==> config.mk <==
export PLATFORM = sky130hd
export DESIGN_NAME = lprc_top
export DESIGN_NICKNAME = d
export VERILOG_FILES = /design/src/core/lprc_pkg.sv /design/src/core/lprc_limit_if.sv /design/src/core/lprc_sync2.sv /design/src/core/lprc_persist.sv /design/src/core/lprc_top.sv
export SDC_FILE = /design/constraint.sdc
export NUM_CORES = 1
export LEC_CHECK = 0
export BUFFER_PORTS_ARGS = -buffer_cell sky130_fd_sc_hd__buf_2
export CORE_MARGIN = 2
export CORE_UTILIZATION = 40
export DETAILED_ROUTE_END_ITERATION = 12
export PLACE_DENSITY = 0.63
export SETUP_SLACK_MARGIN = 0.5
export SLEW_MARGIN = 10
export SYNTH_ARGS = -nofsm -noshare
export SYNTH_HDL_FRONTEND = slang
export SYNTH_SLANG_ARGS = --single-unit
==> constraint.sdc <==
create_clock -name mclk_i -period 4 [get_ports mclk_i]
set_input_delay 0 -clock mclk_i [delete_from_list [all_inputs] [get_ports mclk_i]]
set_output_delay 0 -clock mclk_i [all_outputs]
set_load 0.1 [all_outputs]
==> src/core/lprc_pkg.sv <==
// Contract
// - Ambient result high byte 85h, low 86h
// - Ambient result bytes ignore host writes
// - Proximity result high byte 87h, low 88h
// - Proximity result bytes ignore host writes
// - Bits 7:5 persistence, 2^n consecutive, default 000
// - Bit 1 enables threshold interrupt
// - Bits 3/2 enable proximity/ambient ready interrupts
// - Select bit clear compares proximity results
// - Select bit set compares ambient results
// - Interrupt control byte 89h reads back
// - Low 8Ah/8Bh, high 8Ch/8Dh thresholds, high first
// - Status flags sticky until host writes one
// - Interrupt pin low while any flag set
package lprc_pkg;

   // ----------------------------------------------------------
   // Register map
   // ----------------------------------------------------------
   localparam logic [7:0] ADDR_ALS_HI = 8'h85;
   localparam logic [7:0] ADDR_ALS_LO = 8'h86;
   localparam logic [7:0] ADDR_PROX_HI = 8'h87;
   localparam logic [7:0] ADDR_PROX_LO = 8'h88;
   localparam logic [7:0] ADDR_CTRL = 8'h89;
   localparam logic [7:0] ADDR_LOW_HI = 8'h8A;
   localparam logic [7:0] ADDR_LOW_LO = 8'h8B;
   localparam logic [7:0] ADDR_HIGH_HI = 8'h8C;
   localparam logic [7:0] ADDR_HIGH_LO = 8'h8D;
   localparam logic [7:0] ADDR_STATUS = 8'h8E;

   // ----------------------------------------------------------
   // Fields and reset values
   // ----------------------------------------------------------
   localparam int CTRL_PERSIST_MSB = 7;
   localparam int CTRL_PERSIST_LSB = 5;
   localparam int CTRL_PROX_RDY_EN = 3;
   localparam int CTRL_ALS_RDY_EN = 2;
   localparam int CTRL_LIMIT_EN = 1;
   localparam int CTRL_LIMIT_SEL = 0;
   localparam int STAT_PROX_RDY = 3;
   localparam int STAT_ALS_RDY = 2;
   localparam int STAT_BELOW = 1;
   localparam int STAT_ABOVE = 0;

   localparam logic [7:0] CTRL_RST = 8'h00;
   localparam logic [7:0] STATUS_RST = 8'h00;
   localparam logic [7:0] READ_UNMAPPED = 8'h00;
   localparam logic [15:0] RESULT_RST = 16'h0000;
   localparam logic [15:0] LOW_TH_RST = 16'h0000;
   localparam logic [15:0] HIGH_TH_RST = 16'hFFFF;
   localparam logic [2:0] PERSIST_SINGLE = 3'h0;
   localparam logic [7:0] RUN_ONE = 8'h01;
   localparam logic [3:0] BITS_PER_BYTE = 4'h8;
   // Arbitrary bus address value
   localparam logic [6:0] DEV_ADDR_DEFAULT = 7'h2A;

   typedef enum logic [2:0] {
      ST_IDLE = 3'b000,
      ST_ADDR = 3'b001,
      ST_ADDR_ACK = 3'b010,
      ST_WR_BYTE = 3'b011,
      ST_WR_ACK = 3'b100,
      ST_RD_BYTE = 3'b101,
      ST_RD_ACK = 3'b110
   } lprc_bus_state_type;

endpackage

==> src/core/lprc_limit_if.sv <==
`timescale 1ns/1ns
`default_nettype none
interface lprc_limit_if;
   logic sample;
   logic above;
   logic below;
   logic enable;
   logic [2:0] persist_code;
   logic fire_above;
   logic fire_below;
   modport feed (output sample, output above, output below, output enable,
                 output persist_code, input fire_above, input fire_below);
   modport judge (input sample, input above, input below, input enable,
                  input persist_code, output fire_above, output fire_below);
endinterface
`default_nettype wire

==> src/core/lprc_sync2.sv <==
`timescale 1ns/1ns
`default_nettype none
module lprc_sync2 #(
   parameter logic RST_VAL = 1'b1
) (
   input wire logic mclk_i,
   input wire logic rst_b_i,
   input wire logic d_i,
   output logic q_o
);
   logic meta;

   always_ff @(posedge mclk_i or negedge rst_b_i) begin
      if (!rst_b_i) begin
         meta <= RST_VAL;
         q_o <= RST_VAL;
      end else begin
         meta <= d_i;
         q_o <= meta;
      end
   end
endmodule
`default_nettype wire

==> src/core/lprc_persist.sv <==
`timescale 1ns/1ns
`default_nettype none
module lprc_persist (
   input wire logic mclk_i,
   input wire logic rst_b_i,
   lprc_limit_if.judge lim
);
   logic [7:0] run;
   logic [7:0] next_run;
   logic [7:0] target;
   logic hit;
   logic outside;

   assign target = lprc_pkg::RUN_ONE << lim.persist_code;
   assign outside = lim.above | lim.below;
   // Greater-or-equal so a shrunken setting mid-run still fires
   assign hit = ({1'b0, run} + {1'b0, lprc_pkg::RUN_ONE}) >= {1'b0, target};
   assign lim.fire_above = lim.enable & lim.sample & lim.above & hit;
   assign lim.fire_below = lim.enable & lim.sample & lim.below & hit;

   always_comb begin
      next_run = run;
      if (!lim.enable) begin
         next_run = '0;
      end else if (lim.sample) begin
         if (!outside) begin
            next_run = '0;
         end else if (hit) begin
            next_run = '0;
         end else begin
            next_run = run + lprc_pkg::RUN_ONE;
         end
      end
   end

   always_ff @(posedge mclk_i or negedge rst_b_i) begin
      if (!rst_b_i) begin
         run <= '0;
      end else begin
         run <= next_run;
      end
   end
endmodule
`default_nettype wire

==> src/core/lprc_top.sv <==
`timescale 1ns/1ns
`default_nettype none
module lprc_top #(
   parameter logic [6:0] DEV_ADDR = lprc_pkg::DEV_ADDR_DEFAULT
) (
   input wire logic mclk_i,
   input wire logic rst_b_i,
   input wire logic scl_i,
   input wire logic sda_i,
   output logic sda_o,
   output logic sda_oe_b_o,
   output logic int_o,
   output logic int_oe_b_o,
   input wire logic [15:0] als_result_i,
   input wire logic als_done_i,
   input wire logic [15:0] prox_result_i,
   input wire logic prox_done_i
);
   // ----------------------------------------------------------
   // Pin sampling
   // ----------------------------------------------------------
   logic scl_s;
   logic sda_s;
   logic scl_d;
   logic sda_d;
   logic scl_rise;
   logic scl_fall;
   logic bus_start;
   logic bus_stop;

   lprc_sync2 #(.RST_VAL(1'b1)) u_scl_sync (
      .mclk_i(mclk_i),
      .rst_b_i(rst_b_i),
      .d_i(scl_i),
      .q_o(scl_s)
   );
   lprc_sync2 #(.RST_VAL(1'b1)) u_sda_sync (
      .mclk_i(mclk_i),
      .rst_b_i(rst_b_i),
      .d_i(sda_i),
      .q_o(sda_s)
   );

   always_ff @(posedge mclk_i or negedge rst_b_i) begin
      if (!rst_b_i) begin
         scl_d <= 1'b1;
         sda_d <= 1'b1;
      end else begin
         scl_d <= scl_s;
         sda_d <= sda_s;
      end
   end

   assign scl_rise = scl_s & ~scl_d;
   assign scl_fall = ~scl_s & scl_d;
   assign bus_start = scl_s & scl_d & sda_d & ~sda_s;
   assign bus_stop = scl_s & scl_d & ~sda_d & sda_s;

   // ----------------------------------------------------------
   // Serial register port
   // ----------------------------------------------------------
   lprc_pkg::lprc_bus_state_type state;
   lprc_pkg::lprc_bus_state_type next_state;
   logic [3:0] bit_cnt;
   logic [3:0] next_bit_cnt;
   logic [7:0] shift;
   logic [7:0] next_shift;
   logic [7:0] tx;
   logic [7:0] next_tx;
   logic [7:0] ptr;
   logic [7:0] next_ptr;
   logic ptr_set;
   logic next_ptr_set;
   logic rw;
   logic next_rw;
   logic nack;
   logic next_nack;
   logic drive_low;
   logic next_drive_low;
   logic wr_en;
   logic next_wr_en;
   logic [7:0] wr_addr;
   logic [7:0] next_wr_addr;
   logic [7:0] wr_data;
   logic [7:0] next_wr_data;
   logic [7:0] rd_data;

   always_comb begin
      next_state = state;
      next_bit_cnt = bit_cnt;
      next_shift = shift;
      next_tx = tx;
      next_ptr = ptr;
      next_ptr_set = ptr_set;
      next_rw = rw;
      next_nack = nack;
      next_drive_low = drive_low;
      next_wr_en = 1'b0;
      next_wr_addr = wr_addr;
      next_wr_data = wr_data;
      if (bus_stop) begin
         next_state = lprc_pkg::ST_IDLE;
         next_drive_low = 1'b0;
      end else if (bus_start) begin
         // A repeated start keeps the pointer for a following read
         next_state = lprc_pkg::ST_ADDR;
         next_bit_cnt = '0;
         next_drive_low = 1'b0;
         next_ptr_set = 1'b0;
      end else if (scl_rise) begin
         unique case (state)
            lprc_pkg::ST_ADDR, lprc_pkg::ST_WR_BYTE: begin
               if (bit_cnt < lprc_pkg::BITS_PER_BYTE) begin
                  next_shift = {shift[6:0], sda_s};
                  next_bit_cnt = bit_cnt + 4'h1;
               end
            end
            lprc_pkg::ST_RD_BYTE: begin
               if (bit_cnt < lprc_pkg::BITS_PER_BYTE) begin
                  next_bit_cnt = bit_cnt + 4'h1;
               end
            end
            lprc_pkg::ST_RD_ACK: begin
               next_nack = sda_s;
            end
            default: begin
            end
         endcase
      end else if (scl_fall) begin
         unique case (state)
            lprc_pkg::ST_IDLE: begin
            end
            lprc_pkg::ST_ADDR: begin
               if (bit_cnt == lprc_pkg::BITS_PER_BYTE) begin
                  if (shift[7:1] == DEV_ADDR) begin
                     next_state = lprc_pkg::ST_ADDR_ACK;
                     next_drive_low = 1'b1;
                     next_rw = shift[0];
                  end else begin
                     next_state = lprc_pkg::ST_IDLE;
                  end
               end
            end
            lprc_pkg::ST_ADDR_ACK: begin
               next_bit_cnt = '0;
               if (rw) begin
                  next_state = lprc_pkg::ST_RD_BYTE;
                  next_tx = rd_data;
                  next_drive_low = ~rd_data[7];
               end else begin
                  next_state = lprc_pkg::ST_WR_BYTE;
                  next_drive_low = 1'b0;
               end
            end
            lprc_pkg::ST_WR_BYTE: begin
               if (bit_cnt == lprc_pkg::BITS_PER_BYTE) begin
                  next_state = lprc_pkg::ST_WR_ACK;
                  next_drive_low = 1'b1;
                  if (ptr_set) begin
                     next_wr_en = 1'b1;
                     next_wr_addr = ptr;
                     next_wr_data = shift;
                     next_ptr = ptr + 8'h01;
                  end else begin
                     next_ptr = shift;
                     next_ptr_set = 1'b1;
                  end
               end
            end
            lprc_pkg::ST_WR_ACK: begin
               next_state = lprc_pkg::ST_WR_BYTE;
               next_bit_cnt = '0;
               next_drive_low = 1'b0;
            end
            lprc_pkg::ST_RD_BYTE: begin
               if (bit_cnt == lprc_pkg::BITS_PER_BYTE) begin
                  next_state = lprc_pkg::ST_RD_ACK;
                  next_drive_low = 1'b0;
                  next_ptr = ptr + 8'h01;
               end else begin
                  next_drive_low = ~tx[3'h7 - bit_cnt[2:0]];
               end
            end
            lprc_pkg::ST_RD_ACK: begin
               if (nack) begin
                  next_state = lprc_pkg::ST_IDLE;
               end else begin
                  next_state = lprc_pkg::ST_RD_BYTE;
                  next_bit_cnt = '0;
                  next_tx = rd_data;
                  next_drive_low = ~rd_data[7];
               end
            end
            default: begin
               next_state = lprc_pkg::ST_IDLE;
               next_drive_low = 1'b0;
            end
         endcase
      end
   end

   always_ff @(posedge mclk_i or negedge rst_b_i) begin
      if (!rst_b_i) begin
         state <= lprc_pkg::ST_IDLE;
         bit_cnt <= '0;
         shift <= '0;
         tx <= '0;
         ptr <= '0;
         ptr_set <= 1'b0;
         rw <= 1'b0;
         nack <= 1'b0;
         drive_low <= 1'b0;
         wr_en <= 1'b0;
         wr_addr <= '0;
         wr_data <= '0;
      end else begin
         state <= next_state;
         bit_cnt <= next_bit_cnt;
         shift <= next_shift;
         tx <= next_tx;
         ptr <= next_ptr;
         ptr_set <= next_ptr_set;
         rw <= next_rw;
         nack <= next_nack;
         drive_low <= next_drive_low;
         wr_en <= next_wr_en;
         wr_addr <= next_wr_addr;
         wr_data <= next_wr_data;
      end
   end

   assign sda_o = 1'b0;
   assign sda_oe_b_o = ~drive_low;

   // ----------------------------------------------------------
   // Register file
   // ----------------------------------------------------------
   logic [15:0] als_result;
   logic [15:0] next_als_result;
   logic [15:0] prox_result;
   logic [15:0] next_prox_result;
   logic [7:0] ctrl;
   logic [7:0] next_ctrl;
   logic [15:0] low_th;
   logic [15:0] next_low_th;
   logic [15:0] high_th;
   logic [15:0] next_high_th;
   logic [7:0] status;
   logic [7:0] next_status;
   logic [7:0] set_mask;
   logic [7:0] clr_mask;
   logic next_int_oe_b;
   logic int_oe_b;
   logic [15:0] cmp_value;

   lprc_limit_if lim ();

   always_comb begin
      unique case (ptr)
         lprc_pkg::ADDR_ALS_HI: rd_data = als_result[15:8];
         lprc_pkg::ADDR_ALS_LO: rd_data = als_result[7:0];
         lprc_pkg::ADDR_PROX_HI: rd_data = prox_result[15:8];
         lprc_pkg::ADDR_PROX_LO: rd_data = prox_result[7:0];
         lprc_pkg::ADDR_CTRL: rd_data = ctrl;
         lprc_pkg::ADDR_LOW_HI: rd_data = low_th[15:8];
         lprc_pkg::ADDR_LOW_LO: rd_data = low_th[7:0];
         lprc_pkg::ADDR_HIGH_HI: rd_data = high_th[15:8];
         lprc_pkg::ADDR_HIGH_LO: rd_data = high_th[7:0];
         lprc_pkg::ADDR_STATUS: rd_data = status;
         default: rd_data = lprc_pkg::READ_UNMAPPED;
      endcase
   end

   // The comparison uses the fresh result, not the stored copy
   assign cmp_value = ctrl[lprc_pkg::CTRL_LIMIT_SEL] ? als_result_i : prox_result_i;
   assign lim.sample = ctrl[lprc_pkg::CTRL_LIMIT_SEL] ? als_done_i : prox_done_i;
   assign lim.above = cmp_value > high_th;
   assign lim.below = cmp_value < low_th;
   assign lim.enable = ctrl[lprc_pkg::CTRL_LIMIT_EN];
   assign lim.persist_code = ctrl[lprc_pkg::CTRL_PERSIST_MSB:lprc_pkg::CTRL_PERSIST_LSB];

   lprc_persist u_persist (
      .mclk_i(mclk_i),
      .rst_b_i(rst_b_i),
      .lim(lim)
   );

   always_comb begin
      // Host writes to result addresses fall through untouched
      next_als_result = als_done_i ? als_result_i : als_result;
      next_prox_result = prox_done_i ? prox_result_i : prox_result;
      next_ctrl = ctrl;
      next_low_th = low_th;
      next_high_th = high_th;
      clr_mask = '0;
      if (wr_en) begin
         unique case (wr_addr)
            lprc_pkg::ADDR_CTRL: next_ctrl = wr_data;
            lprc_pkg::ADDR_LOW_HI: next_low_th[15:8] = wr_data;
            lprc_pkg::ADDR_LOW_LO: next_low_th[7:0] = wr_data;
            lprc_pkg::ADDR_HIGH_HI: next_high_th[15:8] = wr_data;
            lprc_pkg::ADDR_HIGH_LO: next_high_th[7:0] = wr_data;
            lprc_pkg::ADDR_STATUS: clr_mask = wr_data;
            default: begin
            end
         endcase
      end
      set_mask = '0;
      set_mask[lprc_pkg::STAT_PROX_RDY] = prox_done_i & ctrl[lprc_pkg::CTRL_PROX_RDY_EN];
      set_mask[lprc_pkg::STAT_ALS_RDY] = als_done_i & ctrl[lprc_pkg::CTRL_ALS_RDY_EN];
      set_mask[lprc_pkg::STAT_BELOW] = lim.fire_below;
      set_mask[lprc_pkg::STAT_ABOVE] = lim.fire_above;
      // A new event beats a clear arriving in the same cycle
      next_status = (status & ~clr_mask) | set_mask;
      next_int_oe_b = ~(|next_status);
   end

   always_ff @(posedge mclk_i or negedge rst_b_i) begin
      if (!rst_b_i) begin
         als_result <= lprc_pkg::RESULT_RST;
         prox_result <= lprc_pkg::RESULT_RST;
         ctrl <= lprc_pkg::CTRL_RST;
         low_th <= lprc_pkg::LOW_TH_RST;
         high_th <= lprc_pkg::HIGH_TH_RST;
         status <= lprc_pkg::STATUS_RST;
         int_oe_b <= 1'b1;
      end else begin
         als_result <= next_als_result;
         prox_result <= next_prox_result;
         ctrl <= next_ctrl;
         low_th <= next_low_th;
         high_th <= next_high_th;
         status <= next_status;
         int_oe_b <= next_int_oe_b;
      end
   end

   assign int_o = 1'b0;
   assign int_oe_b_o = int_oe_b;
endmodule
`default_nettype wire

Word-level counts from Yosys, hierarchy flattened:

Cells that the tools add are included.

* bits in registers: 147
* logic and storage cells: 194

* shift operators: 1
* eq/ne operators: 40
* multiplexer cells: 58
* reduce and logical (&&, ||, !) cells: 28
* bitwise operators: 29
* order comparisons: 5
* add/sub/neg operators: 5

Operators by type and width (count)
* 8-bit == test, second input constant: 16
* 8-bit two-way mux: 11
* 8-bit one-hot mux with 10 select lines: 1
* 7-bit AND reduction: 5
* 8-bit one-hot mux with 2 select lines: 2
* 3-bit two-way mux: 9
* 4-bit two-way mux: 6
* 4-bit inequality test, second input constant: 6
* 1-bit two-way mux: 23
* 3-bit one-hot mux with 7 select lines: 1
* 8-bit by 1-bit adder with 8-bit output, second input constant: 2
* 16-bit > comparator: 1
* 16-bit less-than comparator: 1
* 16-bit two-way mux: 1
* 1-bit bitwise AND: 14
* 6-bit AND reduction: 2
* 1-bit NOT: 11
* 2-bit AND reduction: 5
* 5-bit AND reduction: 2
* 2-bit nonzero test: 5
* 8-bit by 1-bit adder with 9-bit output, second input constant: 1
* 3-bit == test, second input constant: 3
* 9-bit by 8-bit greater-or-equal comparator with 1-bit output: 1
* 8-bit bitwise AND: 1
* 28 further kinds: 36

Longest topological paths before layout:

* depth in word-level cells: 10
* depth in mapped cells: 11
* depth with buffers taken out: 10

Modules after synthesis:

Synthesis repeated with hierarchy kept, for this count alone.

* cells, all modules: 770
* area, all modules: 8266.7 µm²

By module, submodules not included
* lprc_top: cells an instance 690, instances 1, area each 7380.8 µm²
* lprc_persist: cells an instance 76, instances 1, area each 780.7 µm²
* lprc_sync2: cells an instance 2, instances 2, area each 52.6 µm²

Worst setup path before layout:

Ideal clock, no wire load.

* kind: register to register
* from: register ctrl[0]
* to: register u_persist.run[0]
* required time: 3.935 ns
* path slack: 1.152 ns
* cell stages (with the launch flop): 12
* arrival time: 2.782 ns
* setup time: 0.065 ns
* path through: dfrtp_1 buf_4 buf_1 mux2_2 ha_1 a211o_1 a21oi_1 o211a_1 a221oi_1 o21a_1 nor3_2 mux2_2

* word-level cells in the longest chain between the ends: 6

Ends and longest elaborated chain
* start: declaration: RTL line lprc_top.sv:242 `logic [7:0] ctrl;`
* start signal: assignment: RTL line lprc_top.sv:322 `ctrl <= lprc_pkg::CTRL_RST;`
* start signal: assignment: RTL line lprc_top.sv:330 `ctrl <= next_ctrl;`
* 16-bit two-way mux: RTL line lprc_top.sv:275 `assign cmp_value = ctrl[lprc_pkg::CTRL_LIMIT_SEL] ? als_result_i : prox_result_i;`
* 16-bit > comparator or 16-bit less-than comparator (tied branches): RTL line lprc_top.sv:277, lprc_top.sv:278
* 1-bit OR: RTL line lprc_persist.sv:15 `assign outside = lim.above | lim.below;`
* 8-bit two-way mux: RTL line lprc_persist.sv:26 `if (!outside) begin`
* 8-bit two-way mux: RTL line lprc_persist.sv:25 `end else if (lim.sample) begin`
* 8-bit two-way mux: RTL line lprc_persist.sv:23 `if (!lim.enable) begin`
* end signal: assignment: RTL line lprc_persist.sv:40 `run <= next_run;`
* end: declaration: RTL line lprc_persist.sv:8 `logic [7:0] run;`

Parallel ways exist; a longest one is shown, timed or not. The select of a mux whose other input is x is not followed.
A chain may end at the register's enable or synchronous reset.

Worst setup path in the final report:

Ends and elaborated chain as after synthesis.

==> flow_summary_export.csv <==
group,metric,value,unit
placed_design,routabilityCongestion,0.877,
yosys,yosysTopAreaCell,"dfrtp_1",
clocking,cts-htree-levels,4,
yosys,synth_edf_count,0,
route,avgRoutedWirePerCell,18.8,um
floorplanning,die_h,147,um
yosys,yosys_register_bits,147,
sta,setup_viol,0,
grt,antenna_found_initial,0,
cells_and_area,regArea,3710,sq um
sta,hold_viol,0,
route,firstDrtPassIters,5,
sta,finClkSkew,0.00644,ns
grt,grt_pass1_vias,6089,
cells_and_area,final_cell_mix,"123 x dfrtp_1, 103 x mux2_2, 75 x nand2_1",
clocking,clockBufferDepth,2,
sta,worstMarginPinSlew,1.24,ns
floorplanning,rows,52,
cells_and_area,final_common_cell,"dfrtp_1",
floorplanning,io-pin-count,42,
placed_design,port_buffers,39,
route,vias,6164,
min_path,hold_path.class,"in2async",
floorplanning,core,20100,sq um
route,drc,0,
setup_path,cp.required,4.37,ns
sta,fin_ws,0.976,ns
sta,finalCritPeriodShare,0.756,
floorplanning,initial_core_util,0.406,
grt,grt_pass1_wl,33500,um
setup_path,worstPathCellList,"mux2_2 > ha_1 > nand4_1 > nor4_1 > o21a_1 > o31ai_1 > o21a_1 > nor3_2 > mux2_2",
setup_path,r2r-start,"ctrl[0]",
clocking,clk_latency,0.43,ns
status,status,"complete, no violations",
setup_path,crit_fanout,18,
route,vias_per_cell,5.55,
grt,grt_use_total,0.200,
setup_path,critPathSlowestCell,"dfrtp_2",
floorplanning,dieArea,21600,sq um
clocking,cts_tree,"built",
yosys,synthTopCellsByArea,"dfrtp_1 38%, mux2_2 14%, ha_1 7.5%",
cells_and_area,fin_nets,915,
cells_and_area,syn_to_final_growth,16.9,%
floorplanning,die_w,147,um
yosys,syn_area_per_cell,10.7,sq um
setup_path,crit_type,"reg2reg",
setup_path,worstSetupEndpointType,"register",
yosys,synthArstFlopShare,1.00,
cells_and_area,multi_input_comb_area,4110,sq um
clocking,root_buffer,"clkbuf_16",
grt,grt_max_degree,90,
placed_design,place_ws,0.740,ns
route,drtIter0Drc,516,
clocking,cts.sinks,147,
clocking,clkTransAtPathRegs,0.06,ns
clocking,cts_buffers,17,
yosys,yosys_warnings,0,
placed_design,place_area,8570,sq um
setup_path,start_kind,"register",
setup_path,cp_slowest_stage_delay,0.62,ns
yosys,syn_area,8160,sq um
grt,grt-ovfl-total,0,
route,antenna_left,0,
power,p_leak,4.06,nW
cells_and_area,drive_above_1_share,0.266,
sta,min_period,3.02,ns
cells_and_area,final_cell_area,9540,sq um
sta,fmax,331,MHz
power,irDropWorstVdd,319,uV
power,powerDensity,368,nW/um^2
sta,rsz0062_at_grt,"no",
setup_path,crit_path_start,"ctrl[0]",
route,drt-total-wl,20900,um
cells_and_area,diodes,0,
sta,slew_violations,0,
setup_path,arrival,3.39,ns
yosys,netlist.area_leader.share,0.380,
yosys,synth_flop_cell,"dfrtp_1",
yosys,postSynthCellCount,766,
placed_design,hpwl,14700,um
sta,maxSlewHeadroom,0.173,
yosys,synth-seq-area-share,0.454,
cells_and_area,nFillCells,1843,
sta,tns,0,ns
yosys,synth.distinct_cells,71,
job,maxCapViolCount,0,
==> sequential cells by signal (all words and copies together), names as in the netlist, 16 cells and up <==
register / count
low_th: 16
prox_result: 16
als_result: 16
high_th: 16
==> power breakdown <==
part / switching (mW) / internal [mW] / leakage (nW)
Clock: 0.642 / 1.03 / 0.302
Sequential: 0.0476 / 1.54 / 1.88
Combinational: 0.126 / 0.121 / 1.88
Total: 0.815 / 2.69 / 4.06
==> worst paths after layout <==
kind                               endpoint  slack [ns]  cells after the start
max in group asynchronous       high_th[15]        2.82                      3
setup / recovery           u_persist.run[0]        0.98                      9
hold reg to reg              u_sda_sync.q_o        0.36                      0
hold / removal              prox_result[13]        0.17                      2
setup reg to reg           u_persist.run[0]        0.98                      9
min in group mclk_i           als_result[9]        0.17                      2
==> cell usage after synthesis (all sizes together), types with 5 or more instances <==
| cell | n |
|---|---|
| nand4 | 7 |
| ha | 49 |
| mux2 | 103 |
| a21o | 5 |
| nand2b | 7 |
| o21a | 7 |
| o21ai | 52 |
| a22oi | 18 |
| a22o | 11 |
| a21oi | 43 |
| and2 | 7 |
| nor4b | 6 |
| o22ai | 6 |
| nor2 | 27 |
| buf | 22 |
| a222oi | 9 |
| clkbuf | 16 |
| nand3 | 26 |
| and3 | 6 |
| inv | 45 |
| dfstp | 23 |
| nand2 | 75 |
| dfrtp | 124 |
==> layout make-up <==
cell class | instances | share of cell area
repair buffers | 80 | 0.0626
inverters | 45 | 0.0177
clock inverters | 12 | 0.0163
well taps | 270 | 0.0354
multi-input cells | 537 | 0.430
clock buffers | 20 | 0.0489
flip-flops and latches | 147 | 0.389
==> layer usage <==
layer  routed length (um)  vias up  track usage
li1                     -     2905            -
met1                 9260     3047        0.263
met2                10100      172        0.326
met3                 1050       40       0.0447
met4                  482        0       0.0694
met5                    0        -            0
==> stage by stage <==
stage | total power, mW | cells | utilization | hold slack (ns)
after floorplan | 1.74 | 767 | - | -0.296
after detailed placement | 1.83 | 1044 | 0.426 | 0.110
after global placement | 1.83 | 1044 | 0.426 | 0.106
after global routing | 3.64 | 1111 | 0.474 | 0.164
final | 3.51 | 1111 | 0.474 | 0.167
after CTS | 3.53 | 1111 | 0.474 | 0.146
==> critical path: cells and delay by family, from the launching register on <==
kind	cells	cell delay, ns
AOI/OAI and AO/OA	3	0.43
adders and majority gates	1	0.32
DFF	1	0.62
muxes	2	0.63
and+or+nand+nor	3	0.96
==> repair_timing <==
action / 4_1_cts / 5_1_grt
buffers inserted: 0 / 0
setup endpoints to repair: 0 / 4
hold buffers: 35 / 0
endpoints found under the hold margin: 101 / 0
resized for setup: 0 / 1
==> cells by family (layout without fill, tap and decap cells) <==
group	count (synthesis)	after routing	share of synthesized area
AOI/OAI and AO/OA	182	182	0.146
xor gates and xnor gates	6	6	0.00644
adders and majority gates	49	49	0.0751
buffers and inverters	83	157	0.0429
DFF	147	147	0.454
muxes	109	109	0.153
other	1	2	0.000460
and+or+nand+nor	189	189	0.122
No activity file was read; power rests on OpenSTA's default activity.
